==> config.mk <==
export PLATFORM = sky130hd
export DESIGN_NAME = ccp_bridge
export DESIGN_NICKNAME = d
export VERILOG_FILES = /design/src/hdl/ccp_pkg.sv /design/src/hdl/ccp_bridge.sv
export SDC_FILE = /design/constraint.sdc
export NUM_CORES = 1
export LEC_CHECK = 0
export ABC_AREA = 1
export ABC_CLOCK_PERIOD_IN_PS = 4100
export BUFFER_PORTS_ARGS = -buffer_cell sky130_fd_sc_hd__buf_2
export CORE_MARGIN = 10
export CORE_UTILIZATION = 57
export DETAILED_ROUTE_END_ITERATION = 7
export GPL_ROUTABILITY_DRIVEN = 0
export MAX_ROUTING_LAYER = met4
export PLACE_DENSITY = 0.83
export REMOVE_ABC_BUFFERS = 1
export SLEW_MARGIN = 10
export SYNTH_ARGS = -nofsm -noshare
export SYNTH_HDL_FRONTEND = slang
export SYNTH_SLANG_ARGS = --single-unit
export TNS_END_PERCENT = 30
==> constraint.sdc <==
create_clock -name pclk -period 4.1 [get_ports pclk]
set_clock_uncertainty 0.2 [all_clocks]
set_input_delay 1.025 -clock pclk [delete_from_list [all_inputs] [get_ports pclk]]
set_output_delay 1.025 -clock pclk [all_outputs]
set_load 0.005 [all_outputs]
==> src/hdl/ccp_pkg.sv <==
// Purpose: constants and types for the crate controller bridge
// Assumes: apb data 32 bits, registers in low 16 bits
// Notes: offsets are byte addresses
package ccp_pkg;
	localparam logic [7:0] A_CTRL = 8'h00;
	localparam logic [7:0] A_STAT = 8'h04;
	localparam logic [7:0] A_DATA = 8'h08;
	localparam logic [7:0] A_CMD = 8'h0c;
	localparam logic [7:0] A_XCMD = 8'h10;
	localparam logic [7:0] A_XDAT = 8'h14;
	localparam logic [7:0] A_MASK = 8'h18;
	localparam logic [7:0] A_LAM = 8'h1c;
	// command register fields
	localparam int F_LO = 0;
	localparam int F8_BIT = 3;
	localparam int F16_BIT = 4;
	localparam int A_LO = 5;
	localparam int N_LO = 9;
	// control register fields
	localparam int CT_LVL_LO = 0;
	localparam int CT_CDM = 3;
	localparam int CT_INH = 4;
	localparam int CT_GZ = 8;
	localparam int CT_GC = 9;
	localparam logic [15:0] CT_KEEP = 16'h001f;
	// status register fields
	localparam int ST_I = 0;
	localparam int ST_Q = 1;
	localparam int ST_X = 2;
	localparam int ST_DEM = 3;
	localparam int ST_C = 12;
	localparam int ST_Z = 13;
	localparam logic [15:0] CTRL_RST = 16'h0000;
	localparam logic [15:0] MASK_RST = 16'h0000;
	localparam logic [15:0] ZERO16 = 16'h0000;
	// dataway phase timing
	localparam int CLK_NS = 100;
	localparam int T_PHASE_NS = 200;
	localparam int PHASE_CYC = (T_PHASE_NS + CLK_NS - 1) / CLK_NS;
	localparam int SY_W = 42;
	typedef enum logic [2:0] {
		DW_IDLE = 3'b000,
		DW_SETUP = 3'b001,
		DW_S1 = 3'b010,
		DW_GAP = 3'b011,
		DW_S2 = 3'b100,
		DW_DONE = 3'b101
	} ccp_dw_t;
	typedef enum logic [1:0] {
		AK_IDLE = 2'b00,
		AK_PASS = 2'b01,
		AK_HOLD = 2'b10,
		AK_MASK = 2'b11
	} ccp_ak_t;
	typedef enum logic [1:0] {
		CL_READ = 2'b00,
		CL_WRITE = 2'b01,
		CL_CTRL = 2'b10
	} ccp_cls_t;
	typedef enum logic [1:0] {
		KD_ADDR = 2'b00,
		KD_Z = 2'b01,
		KD_C = 2'b10
	} ccp_kind_t;
endpackage

==> src/hdl/ccp_bridge.sv <==
// Purpose: apb to crate dataway bridge with lam interrupt logic
// Assumes: dataway and host bus pins are asynchronous to pclk
// Notes: exec accesses stretch the apb access until the cycle ends
//
// Design decisions made here: the register addresses and register access over APB.
`timescale 1ns/100ps
`default_nettype none
// Overview of operation
// - data moves as 16-bit words; wider values need two transfers
// - upper write/read lines 17-24 are never driven
// - request lines are either driven active or released
// - three programmed registers: control/status, data, command
// - execute runs one cycle classed by command bits 3 and 4
// - same class sets data register and driver direction
// - write loads data and command in either order; second load runs
// - with one register constant a further write needs one transfer
// - read latches read lines at s1 and returns them same transfer
// - data register unchanged by control cycles
// - z or c cycle clears command and data registers
// - status reports q and x of the previous cycle
// - data, command registers read back as written; control keeps bits 0-4 only
// - demand goes on the request line chosen by control level bits
// - chain passed on unless pending demand at matching level
// - matching crate blocks chain, returns acknowledge and data-to-cpu
// - static vector of crate code and lam code on data 0-7
// - 16-bit mask enables lams; masked request stays at source
// - lam status shows every request line, masked or not
// - or of enabled demands through crate mask, 3-bit selector to 4 lines
// - 16-input priority encoder gives 4-bit code, frozen at acknowledge
// - frozen code decoded one-hot clears mask bit, then released
// - master clear resets all but mask, then runs a z cycle
module ccp_bridge #(
	parameter int PHASE_CYC = ccp_pkg::PHASE_CYC,
	parameter logic [3:0] CRATE_CODE = 4'h1 // arbitrary value
) (
	input wire logic pclk,
	input wire logic presetn,
	input wire logic [7:0] paddr,
	input wire logic psel,
	input wire logic penable,
	input wire logic pwrite,
	input wire logic [31:0] pwdata,
	output logic [31:0] prdata,
	output logic pready,
	output logic pslverr,
	input wire logic master_clear,
	input wire logic search_chain_in,
	input wire logic [2:0] iob_level,
	output logic search_chain_out,
	output logic iob_connect,
	output logic iob_data_to_cpu,
	output logic [7:0] iob_data_o,
	output logic iob_data_oe,
	output logic [3:0] iob_irq_o,
	output logic [3:0] iob_irq_oe,
	output logic [4:0] dw_n,
	output logic [3:0] dw_a,
	output logic [4:0] dw_f,
	output logic [15:0] dw_w,
	output logic dw_w_oe,
	input wire logic [15:0] dw_r,
	input wire logic dw_q,
	input wire logic dw_x,
	output logic dw_busy,
	output logic dw_s1,
	output logic dw_s2,
	output logic dw_z,
	output logic dw_c,
	output logic dw_i,
	input wire logic dw_z_sense,
	input wire logic dw_c_sense,
	input wire logic dw_i_sense,
	input wire logic [15:0] graded_lam
);
	// one phase is too short for the synchronisers to settle before the latch
	if (PHASE_CYC < 2 || PHASE_CYC > 15) begin : g_chk
		$error("phase count must be 2 to 15");
	end

	function automatic ccp_pkg::ccp_cls_t cls(input logic [15:0] c);
		if (c[ccp_pkg::F8_BIT])
			return ccp_pkg::CL_CTRL;
		else if (c[ccp_pkg::F16_BIT])
			return ccp_pkg::CL_WRITE;
		else
			return ccp_pkg::CL_READ;
	endfunction

	function automatic logic [3:0] prio(input logic [15:0] v);
		logic [3:0] r;
		r = 4'h0;
		for (int i = 0; i < 16; i++) begin
			if (v[i])
				r = 4'(i);
		end
		return r;
	endfunction

	function automatic logic [15:0] onehot(input logic [3:0] c);
		return 16'h0001 << c;
	endfunction

	// three-stage input synchronisers, change accepted when 2 and 3 agree
	logic [ccp_pkg::SY_W-1:0] sy1_q, sy2_q, sy3_q, syv_q;
	logic [15:0] s_lam, s_rd;
	logic s_q, s_x, s_zs, s_cs, s_is, s_chain, s_mclr;
	logic [2:0] s_lvl;
	always_ff @(posedge pclk or negedge presetn) begin
		if (!presetn) begin
			sy1_q <= '0;
			sy2_q <= '0;
			sy3_q <= '0;
			syv_q <= '0;
		end else begin
			sy1_q <= {graded_lam, dw_r, dw_q, dw_x, dw_z_sense, dw_c_sense,
				dw_i_sense, search_chain_in, master_clear, iob_level};
			sy2_q <= sy1_q;
			sy3_q <= sy2_q;
			syv_q <= (sy3_q & ~(sy2_q ^ sy3_q)) | (syv_q & (sy2_q ^ sy3_q));
		end
	end
	assign {s_lam, s_rd, s_q, s_x, s_zs, s_cs, s_is, s_chain, s_mclr, s_lvl} = syv_q;

	logic mclr_d_q;
	logic mclr_p;
	always_ff @(posedge pclk or negedge presetn) begin
		if (!presetn)
			mclr_d_q <= 1'b0;
		else
			mclr_d_q <= s_mclr;
	end
	assign mclr_p = s_mclr & ~mclr_d_q;

	// registers
	logic [15:0] ctrl_q, cmd_q, data_q, mask_q, held_q;
	logic st_q_q, st_x_q, st_z_q, st_c_q;
	logic pready_q, pslverr_q, xrun_q, done_q;
	logic [31:0] prdata_q;
	logic [3:0] cnt_q, held_code_q;
	logic pend_z_q, pend_c_q;
	ccp_pkg::ccp_dw_t dw_st_q;
	ccp_pkg::ccp_ak_t ak_q;
	ccp_pkg::ccp_kind_t kind_q;
	ccp_pkg::ccp_cls_t cyc_cls_q;

	logic acc, wr_fire, is_x, x_start, zc_start, known;
	assign acc = psel && penable && !pready_q;
	assign wr_fire = psel && penable && pready_q && pwrite;
	assign is_x = acc && (paddr == ccp_pkg::A_XCMD ||
		(paddr == ccp_pkg::A_XDAT && pwrite));
	assign zc_start = (dw_st_q == ccp_pkg::DW_IDLE) && (pend_z_q || pend_c_q);
	assign x_start = is_x && !xrun_q && !zc_start &&
		(dw_st_q == ccp_pkg::DW_IDLE) && !mclr_p;
	assign known = paddr[1:0] == 2'b00 && paddr <= ccp_pkg::A_LAM;

	// exec command loaded with the access so the cycle sees it
	logic [15:0] cmd_use, data_use;
	assign cmd_use = (paddr == ccp_pkg::A_XCMD && pwrite) ? pwdata[15:0] : cmd_q;
	assign data_use = (paddr == ccp_pkg::A_XDAT) ? pwdata[15:0] : data_q;

	// apb answer
	always_ff @(posedge pclk or negedge presetn) begin
		if (!presetn) begin
			pready_q <= 1'b0;
			pslverr_q <= 1'b0;
			xrun_q <= 1'b0;
		end else begin
			pready_q <= 1'b0;
			pslverr_q <= 1'b0;
			if (x_start)
				xrun_q <= 1'b1;
			if (acc && is_x) begin
				if (xrun_q && done_q) begin
					pready_q <= 1'b1;
					xrun_q <= 1'b0;
				end
			end else if (acc) begin
				pready_q <= 1'b1;
				pslverr_q <= !known;
			end
		end
	end

	// read data; exec read returns the word latched at s1
	always_ff @(posedge pclk or negedge presetn) begin
		if (!presetn)
			prdata_q <= '0;
		else if (acc) begin
			if (paddr == ccp_pkg::A_CTRL)
				prdata_q <= {16'h0000, ctrl_q};
			else if (paddr == ccp_pkg::A_STAT) begin
				prdata_q <= '0;
				prdata_q[ccp_pkg::ST_I] <= s_is;
				prdata_q[ccp_pkg::ST_Q] <= st_q_q;
				prdata_q[ccp_pkg::ST_X] <= st_x_q;
				prdata_q[ccp_pkg::ST_DEM] <= |(s_lam & mask_q);
				prdata_q[ccp_pkg::ST_C] <= st_c_q;
				prdata_q[ccp_pkg::ST_Z] <= st_z_q;
			end else if (paddr == ccp_pkg::A_DATA || paddr == ccp_pkg::A_XDAT)
				prdata_q <= {16'h0000, data_q};
			else if (paddr == ccp_pkg::A_CMD)
				prdata_q <= {16'h0000, cmd_q};
			else if (paddr == ccp_pkg::A_XCMD)
				prdata_q <= {16'h0000, data_q};
			else if (paddr == ccp_pkg::A_MASK)
				prdata_q <= {16'h0000, mask_q};
			else if (paddr == ccp_pkg::A_LAM)
				prdata_q <= {16'h0000, s_lam};
			else
				prdata_q <= '0;
		end
	end

	// control register; z/c request bits are pulses, not stored
	always_ff @(posedge pclk or negedge presetn) begin
		if (!presetn)
			ctrl_q <= ccp_pkg::CTRL_RST;
		else if (mclr_p)
			ctrl_q <= ccp_pkg::CTRL_RST;
		else begin
			if (wr_fire && paddr == ccp_pkg::A_CTRL)
				ctrl_q <= pwdata[15:0] & ccp_pkg::CT_KEEP;
			// z forces inhibit on until software clears it
			if (dw_st_q == ccp_pkg::DW_SETUP && kind_q == ccp_pkg::KD_Z)
				ctrl_q[ccp_pkg::CT_INH] <= 1'b1;
		end
	end

	// pending unaddressed cycles
	always_ff @(posedge pclk or negedge presetn) begin
		if (!presetn) begin
			pend_z_q <= 1'b0;
			pend_c_q <= 1'b0;
		end else if (mclr_p) begin
			pend_z_q <= 1'b1;
			pend_c_q <= 1'b0;
		end else begin
			if (zc_start) begin
				pend_z_q <= 1'b0;
				pend_c_q <= pend_z_q & pend_c_q;
			end
			if (wr_fire && paddr == ccp_pkg::A_CTRL) begin
				if (pwdata[ccp_pkg::CT_GZ])
					pend_z_q <= 1'b1;
				if (pwdata[ccp_pkg::CT_GC])
					pend_c_q <= 1'b1;
			end
		end
	end

	localparam logic [15:0] ZERO = ccp_pkg::ZERO16;
	// command register
	always_ff @(posedge pclk or negedge presetn) begin
		if (!presetn)
			cmd_q <= ZERO;
		else if (mclr_p)
			cmd_q <= ZERO;
		else if (dw_st_q == ccp_pkg::DW_GAP && kind_q != ccp_pkg::KD_ADDR)
			cmd_q <= ZERO;
		else if (x_start)
			cmd_q <= cmd_use;
		else if (wr_fire && paddr == ccp_pkg::A_CMD)
			cmd_q <= pwdata[15:0];
	end

	// data register
	always_ff @(posedge pclk or negedge presetn) begin
		if (!presetn)
			data_q <= ZERO;
		else if (mclr_p)
			data_q <= ZERO;
		else if (dw_st_q == ccp_pkg::DW_GAP) begin
			if (kind_q != ccp_pkg::KD_ADDR)
				data_q <= ZERO;
			else if (cyc_cls_q == ccp_pkg::CL_READ)
				data_q <= s_rd;
			// control cycles leave the word alone
		end else if (x_start)
			data_q <= data_use;
		else if (wr_fire && paddr == ccp_pkg::A_DATA)
			data_q <= pwdata[15:0];
	end

	// dataway cycle sequencer
	always_ff @(posedge pclk or negedge presetn) begin
		if (!presetn) begin
			dw_st_q <= ccp_pkg::DW_IDLE;
			kind_q <= ccp_pkg::KD_ADDR;
			cyc_cls_q <= ccp_pkg::CL_READ;
			cnt_q <= 4'h0;
			done_q <= 1'b0;
			dw_busy <= 1'b0;
			dw_s1 <= 1'b0;
			dw_s2 <= 1'b0;
			dw_z <= 1'b0;
			dw_c <= 1'b0;
			dw_n <= 5'h00;
			dw_a <= 4'h0;
			dw_f <= 5'h00;
			dw_w <= 16'h0000;
			dw_w_oe <= 1'b0;
		end else begin
			done_q <= 1'b0;
			case (dw_st_q)
				ccp_pkg::DW_IDLE: begin
					if (zc_start) begin
						kind_q <= pend_z_q ? ccp_pkg::KD_Z : ccp_pkg::KD_C;
						cyc_cls_q <= ccp_pkg::CL_CTRL;
						dw_z <= pend_z_q;
						dw_c <= 1'b1;
						dw_busy <= 1'b1;
						dw_n <= 5'h00;
						dw_a <= 4'h0;
						dw_f <= 5'h00;
						cnt_q <= 4'(PHASE_CYC);
						dw_st_q <= ccp_pkg::DW_SETUP;
					end else if (x_start) begin
						kind_q <= ccp_pkg::KD_ADDR;
						cyc_cls_q <= cls(cmd_use);
						dw_busy <= 1'b1;
						dw_n <= cmd_use[ccp_pkg::N_LO +: 5];
						dw_a <= cmd_use[ccp_pkg::A_LO +: 4];
						dw_f <= cmd_use[ccp_pkg::F_LO +: 5];
						// only 16 write lines exist; 17-24 left to pull-ups
						dw_w <= data_use;
						dw_w_oe <= cls(cmd_use) == ccp_pkg::CL_WRITE;
						cnt_q <= 4'(PHASE_CYC);
						dw_st_q <= ccp_pkg::DW_SETUP;
					end
				end
				ccp_pkg::DW_SETUP: begin
					cnt_q <= cnt_q - 4'h1;
					if (cnt_q == 4'h1) begin
						cnt_q <= 4'(PHASE_CYC);
						dw_s1 <= 1'b1;
						dw_st_q <= ccp_pkg::DW_S1;
					end
				end
				ccp_pkg::DW_S1: begin
					cnt_q <= cnt_q - 4'h1;
					if (cnt_q == 4'h1) begin
						cnt_q <= 4'(PHASE_CYC);
						dw_s1 <= 1'b0;
						dw_st_q <= ccp_pkg::DW_GAP;
					end
				end
				ccp_pkg::DW_GAP: begin
					cnt_q <= 4'(PHASE_CYC);
					dw_s2 <= 1'b1;
					dw_st_q <= ccp_pkg::DW_S2;
				end
				ccp_pkg::DW_S2: begin
					cnt_q <= cnt_q - 4'h1;
					if (cnt_q == 4'h1) begin
						dw_s2 <= 1'b0;
						dw_busy <= 1'b0;
						dw_z <= 1'b0;
						dw_c <= 1'b0;
						dw_w_oe <= 1'b0;
						done_q <= 1'b1;
						dw_st_q <= ccp_pkg::DW_DONE;
					end
				end
				default: dw_st_q <= ccp_pkg::DW_IDLE;
			endcase
		end
	end

	// status taken in the gap: synchronised lines then show what stood at s1
	always_ff @(posedge pclk or negedge presetn) begin
		if (!presetn) begin
			st_q_q <= 1'b0;
			st_x_q <= 1'b0;
			st_z_q <= 1'b0;
			st_c_q <= 1'b0;
		end else if (mclr_p) begin
			st_q_q <= 1'b0;
			st_x_q <= 1'b0;
			st_z_q <= 1'b0;
			st_c_q <= 1'b0;
		end else if (dw_st_q == ccp_pkg::DW_GAP) begin
			st_q_q <= s_q;
			st_x_q <= s_x;
			if (kind_q == ccp_pkg::KD_Z)
				st_z_q <= s_zs;
			if (kind_q != ccp_pkg::KD_ADDR)
				st_c_q <= s_cs;
		end
	end

	always_ff @(posedge pclk or negedge presetn) begin
		if (!presetn)
			dw_i <= 1'b0;
		else
			dw_i <= ctrl_q[ccp_pkg::CT_INH];
	end

	// lam demand and request lines
	logic [15:0] en_lam;
	logic cdem, match;
	assign en_lam = s_lam & mask_q;
	assign cdem = |en_lam && ctrl_q[ccp_pkg::CT_CDM];
	assign match = cdem && s_lvl == ctrl_q[ccp_pkg::CT_LVL_LO +: 3];

	always_ff @(posedge pclk or negedge presetn) begin
		if (!presetn) begin
			iob_irq_o <= 4'h0;
			iob_irq_oe <= 4'h0;
		end else begin
			// drive high or let go, so crates wire-or
			iob_irq_o <= 4'hf;
			for (int i = 0; i < 4; i++) begin
				iob_irq_oe[i] <= cdem &&
					ctrl_q[ccp_pkg::CT_LVL_LO +: 3] == 3'(i);
			end
		end
	end

	// identification search
	always_ff @(posedge pclk or negedge presetn) begin
		if (!presetn) begin
			ak_q <= ccp_pkg::AK_IDLE;
			search_chain_out <= 1'b0;
			iob_connect <= 1'b0;
			iob_data_to_cpu <= 1'b0;
			iob_data_o <= 8'h00;
			iob_data_oe <= 1'b0;
			held_q <= 16'h0000;
			held_code_q <= 4'h0;
		end else if (mclr_p) begin
			ak_q <= ccp_pkg::AK_IDLE;
			search_chain_out <= 1'b0;
			iob_connect <= 1'b0;
			iob_data_to_cpu <= 1'b0;
			iob_data_oe <= 1'b0;
			held_q <= 16'h0000;
		end else begin
			case (ak_q)
				ccp_pkg::AK_IDLE: begin
					if (s_chain && match) begin
						// code may move until here, then frozen
						held_code_q <= prio(en_lam);
						iob_data_o <= {CRATE_CODE, prio(en_lam)};
						iob_data_oe <= 1'b1;
						iob_connect <= 1'b1;
						iob_data_to_cpu <= 1'b1;
						ak_q <= ccp_pkg::AK_HOLD;
					end else if (s_chain) begin
						search_chain_out <= 1'b1;
						ak_q <= ccp_pkg::AK_PASS;
					end
				end
				ccp_pkg::AK_PASS: begin
					if (!s_chain) begin
						search_chain_out <= 1'b0;
						ak_q <= ccp_pkg::AK_IDLE;
					end
				end
				ccp_pkg::AK_HOLD: begin
					held_q <= onehot(held_code_q);
					if (!s_chain) begin
						iob_connect <= 1'b0;
						iob_data_to_cpu <= 1'b0;
						iob_data_oe <= 1'b0;
						ak_q <= ccp_pkg::AK_MASK;
					end
				end
				default: begin
					held_q <= 16'h0000;
					ak_q <= ccp_pkg::AK_IDLE;
				end
			endcase
		end
	end

	// mask survives master clear; auto-clear beats a same-cycle write
	always_ff @(posedge pclk or negedge presetn) begin
		if (!presetn)
			mask_q <= ccp_pkg::MASK_RST;
		else begin
			if (wr_fire && paddr == ccp_pkg::A_MASK)
				mask_q <= pwdata[15:0];
			if (ak_q == ccp_pkg::AK_MASK)
				mask_q <= (wr_fire && paddr == ccp_pkg::A_MASK ?
					pwdata[15:0] : mask_q) & ~held_q;
		end
	end

	assign prdata = prdata_q;
	assign pready = pready_q;
	assign pslverr = pslverr_q;
endmodule // ccp_bridge
`default_nettype wire

==> summary.md <==
| Metric | Value |
|---|---|
| CP Cell Sequence | `inv_1 > nand3_1 > buf_4 > nand2_1 > nand2_1 > inv_1 > a21oi_1 > nand2_1 > buf_4 > inv_2 > nor2_2 > buf_4 > nand2_1 > o21ai_0` |
| Slew margin rel. | `0.365` |
| Area post-placement | `approximately 14000 µm²` |
| Netlist Area Pre-Place | `13000 µm²` |
| Crit-path leading delay family | `simple AND/OR/NAND/NOR gates` |
| Crit path DAT | `3280 ps` |
| Vias per inst | `approximately 5.7` |
| Yosys warnings | `0` |
| Synth Flop Type | `dfrtp_1` |
| Final HPWL DP | `approximately 23000 µm` |
| Deepest clock path buffer count | `3` |
| ANT nets after route | `0` |
| Initial detailed-routing violation count | `about 1400` |
| Worst hold path class | `reg2reg` |
| Critical path's slowest cell | `nand2_1` |
| RR Endpoint | `cmd_q[11]` |
| Largest net degree at the start of global routing | `103` |
| Synth top area share | `0.630` |
| Leakage | `about 7.6 nW` |
| Chip width | `between 150 and 200 µm` |
| Hold_buf cts | `0` |
| Final hold vios | `0` |
| Layout cells sized above 1 | `0.169` |
| Type of origin of the critical path | `flip-flop` |
| R2R cell count | `14` |
| Sw Share | `0.285` |
| IO Port Bufs | `approximately 140` |
| Crit. Startpoint | `dw_st_q[2]` |
| CTS resizes | `0` |
| Sequential share of power | `0.457` |
| Hold slack | `146 ps` |
| DR WL/cell | `roughly 19 µm` |
| Root Driver | `clkbuf_16` |
| Crit Path Category | `reg2reg` |
| Post-synth cell types | `43` |
| FFs w/ async S/R, synth | `1.00` |
| Highest clock rate | `322 MHz` |
| Setup total negative slack | `0 ps` |
| Initial Utilization | `0.576` |
| First-pass GRT wire length | `between 50000 and 60000 µm` |
| Endpoint type of the worst setup path | `flip-flop` |
| Row cnt | `between 50 and 60` |
| Synth top area cells | `dfrtp_1, nand2_1, inv_1` |
| Sw Pwr | `2.37 mW` |
| Final instance area | `15100 µm²` |
| I/O Pins | `roughly 180` |
| Post-CTS setup buffers | `0` |
| Number of H-tree levels | `2` |
| Via count | `between 10000 and 15000` |
| Avg Cell Area, Syn | `around 10 µm²` |
| Mapped Cells | `1297` |
| Area Overhead vs Synth | `16.6%` |
| Clk pwr share | `0.383` |
| # setup viols final | `0` |
| CP required | `between 4000 and 5000 ps` |
| Die H | `between 150 and 200 µm` |
| Worst setup endpoint | `cmd_q[11]` |
| Die area | `roughly 29000 µm²` |
| Core Area | `between 20000 and 25000 µm²` |
| CP Depth | `14` |
| Drt total wl | `about 34000 µm` |
| Global route overflow | `0` |
| CTS tree | `done` |
| Post-synth EDFFs | `0` |
| R2r setup slk | `between 900 and 1000 ps` |
| Power Dens Cells | `around 550 nW/µm²` |
| Drc violations | `0` |
| Combinational Power Share | `0.160` |
| CP peak stage delay | `about 500 ps` |
| Seq cells post-synth | `326` |
| Tmin final | `3110 ps` |
| FF-to-FF Start | `dw_st_q[2]` |
| Register area share after synthesis | `0.630` |
| Status | `finished, final reports clean` |
| Final Max Slew Viols | `0` |
| Worst path bufs/invs | `6` |
| Peak supply drop | `slightly below 0.4 mV` |
| Slew @ Worst Pin | `949 ps` |
| All-layer global routing usage | `0.235` |
| Initial antenna violation count | `10` |
| Total CTS buffers | `34` |
| Worst-path clk slew | `about 60 ps` |
| Final worst path period share | `0.758` |
| Pre-antenna DRT Iters | `8` |
| Leading area contributor after synthesis | `dfrtp_1` |
| Nets@finish | `between 1500 and 2000` |
| Max-Cap Viols | `0` |
| Unrepaired setup endpoints after global routing | `no` |
| Power Internal | `5.94 mW` |
| Skew-Pair Late Insertion Delay | `510 ps` |
| Final core utilization | `0.671` |
| CP Max Fanout | `22` |
| Critical Path Most Common Cell | `nand2_1` |
| Clk sinks | `around 330` |
| Vias in the first global route | `about 9900` |
==> layout make-up <==
type / count / area (µm²)
tap: 285 / 357
sequential: 326 / 8160
antenna: 13 / 32.5
clock inverter: 17 / 195
clock buffer: 44 / 982
multi-input combinational: 800 / 4020
inverter: 125 / 474
timing repair buffer: 158 / 891
fill: 1704 / 7400
==> through the flow <==
stage / std cells / total power [mW] / setup WS, ps
6_report: 1768 / 8.31 / 993
5_1_grt: 1765 / 8.69 / 821
4_1_cts: 1755 / 8.33 / 1090
3_5_place_dp: 1694 / 5.14 / 743
3_3_place_gp: 1694 / 5.07 / 820
2_1_floorplan: 1251 / 4.61 / 995
==> synthesized netlist by cell type, types with 18 or more instances <==
library cell	instances
o211ai_1	21
maj3_1	42
nand3_1	72
o21ai_1	18
buf_4	27
a21oi_1	40
inv_1	114
nand2_1	335
o21ai_0	85
clkbuf_1	23
dfrtp_1	326
nor2_1	62
==> worst min-delay path by stage <==
stage                         start   endpoint  cells after the start
after global placement     sy1_q[9]   sy2_q[9]                      0
after global routing      sy1_q[32]  sy2_q[32]                      0
after CTS                 sy1_q[23]  sy2_q[23]                      0
after detailed placement  sy1_q[23]  sy2_q[23]                      0
after floorplan            sy1_q[0]   sy2_q[0]                      0
final                     sy1_q[32]  sy2_q[32]                      0
==> routing by layer <==
layer	GRT usage	vias to the layer above	wire (µm)
li1	-	4521	-
met1	0.299	4833	13300
met2	0.360	604	15600
met3	0.0523	103	3300
met4	0.101	0	1370
met5	-	-	0
==> power by group through the flow <==
stage / clock [mW] / sequential (mW) / combinational (mW)
detailed placement: 0 / 3.85 / 1.29
floorplan: 0 / 3.79 / 0.827
CTS: 3.22 / 3.80 / 1.31
finish: 3.18 / 3.80 / 1.33
global placement: 0 / 3.83 / 1.24
global route: 3.36 / 3.84 / 1.49
==> kinds of logic (layout without fill, tap and decap cells) <==
logic type / count (synthesis) / count (layout) / synth area share
buf+inv: 189 / 344 / 0.0658
xor+xnor: 5 / 5 / 0.00338
fa+ha+maj: 44 / 44 / 0.0344
compound gates: 216 / 216 / 0.0983
flops: 326 / 326 / 0.630
simple gates: 515 / 515 / 0.168
other cells: 2 / 33 / 0.000580
==> cells in the final DEF, fill, tap and decap left out, types with 10 or more instances in the layout <==
master / count
buf_4: 12
diode_2: 13
o211ai_1: 21
nand2_1: 335
maj3_1: 42
a221oi_1: 11
o22ai_1: 14
o21ai_1: 18
clkbuf_16: 37
o21ai_0: 85
nor2_1: 62
a21oi_1: 40
nand3_1: 72
conb_1: 20
clkinv_2: 10
inv_2: 10
inv_1: 114
dfrtp_1: 326
buf_2: 141
(Power assumes the default switching activity.)
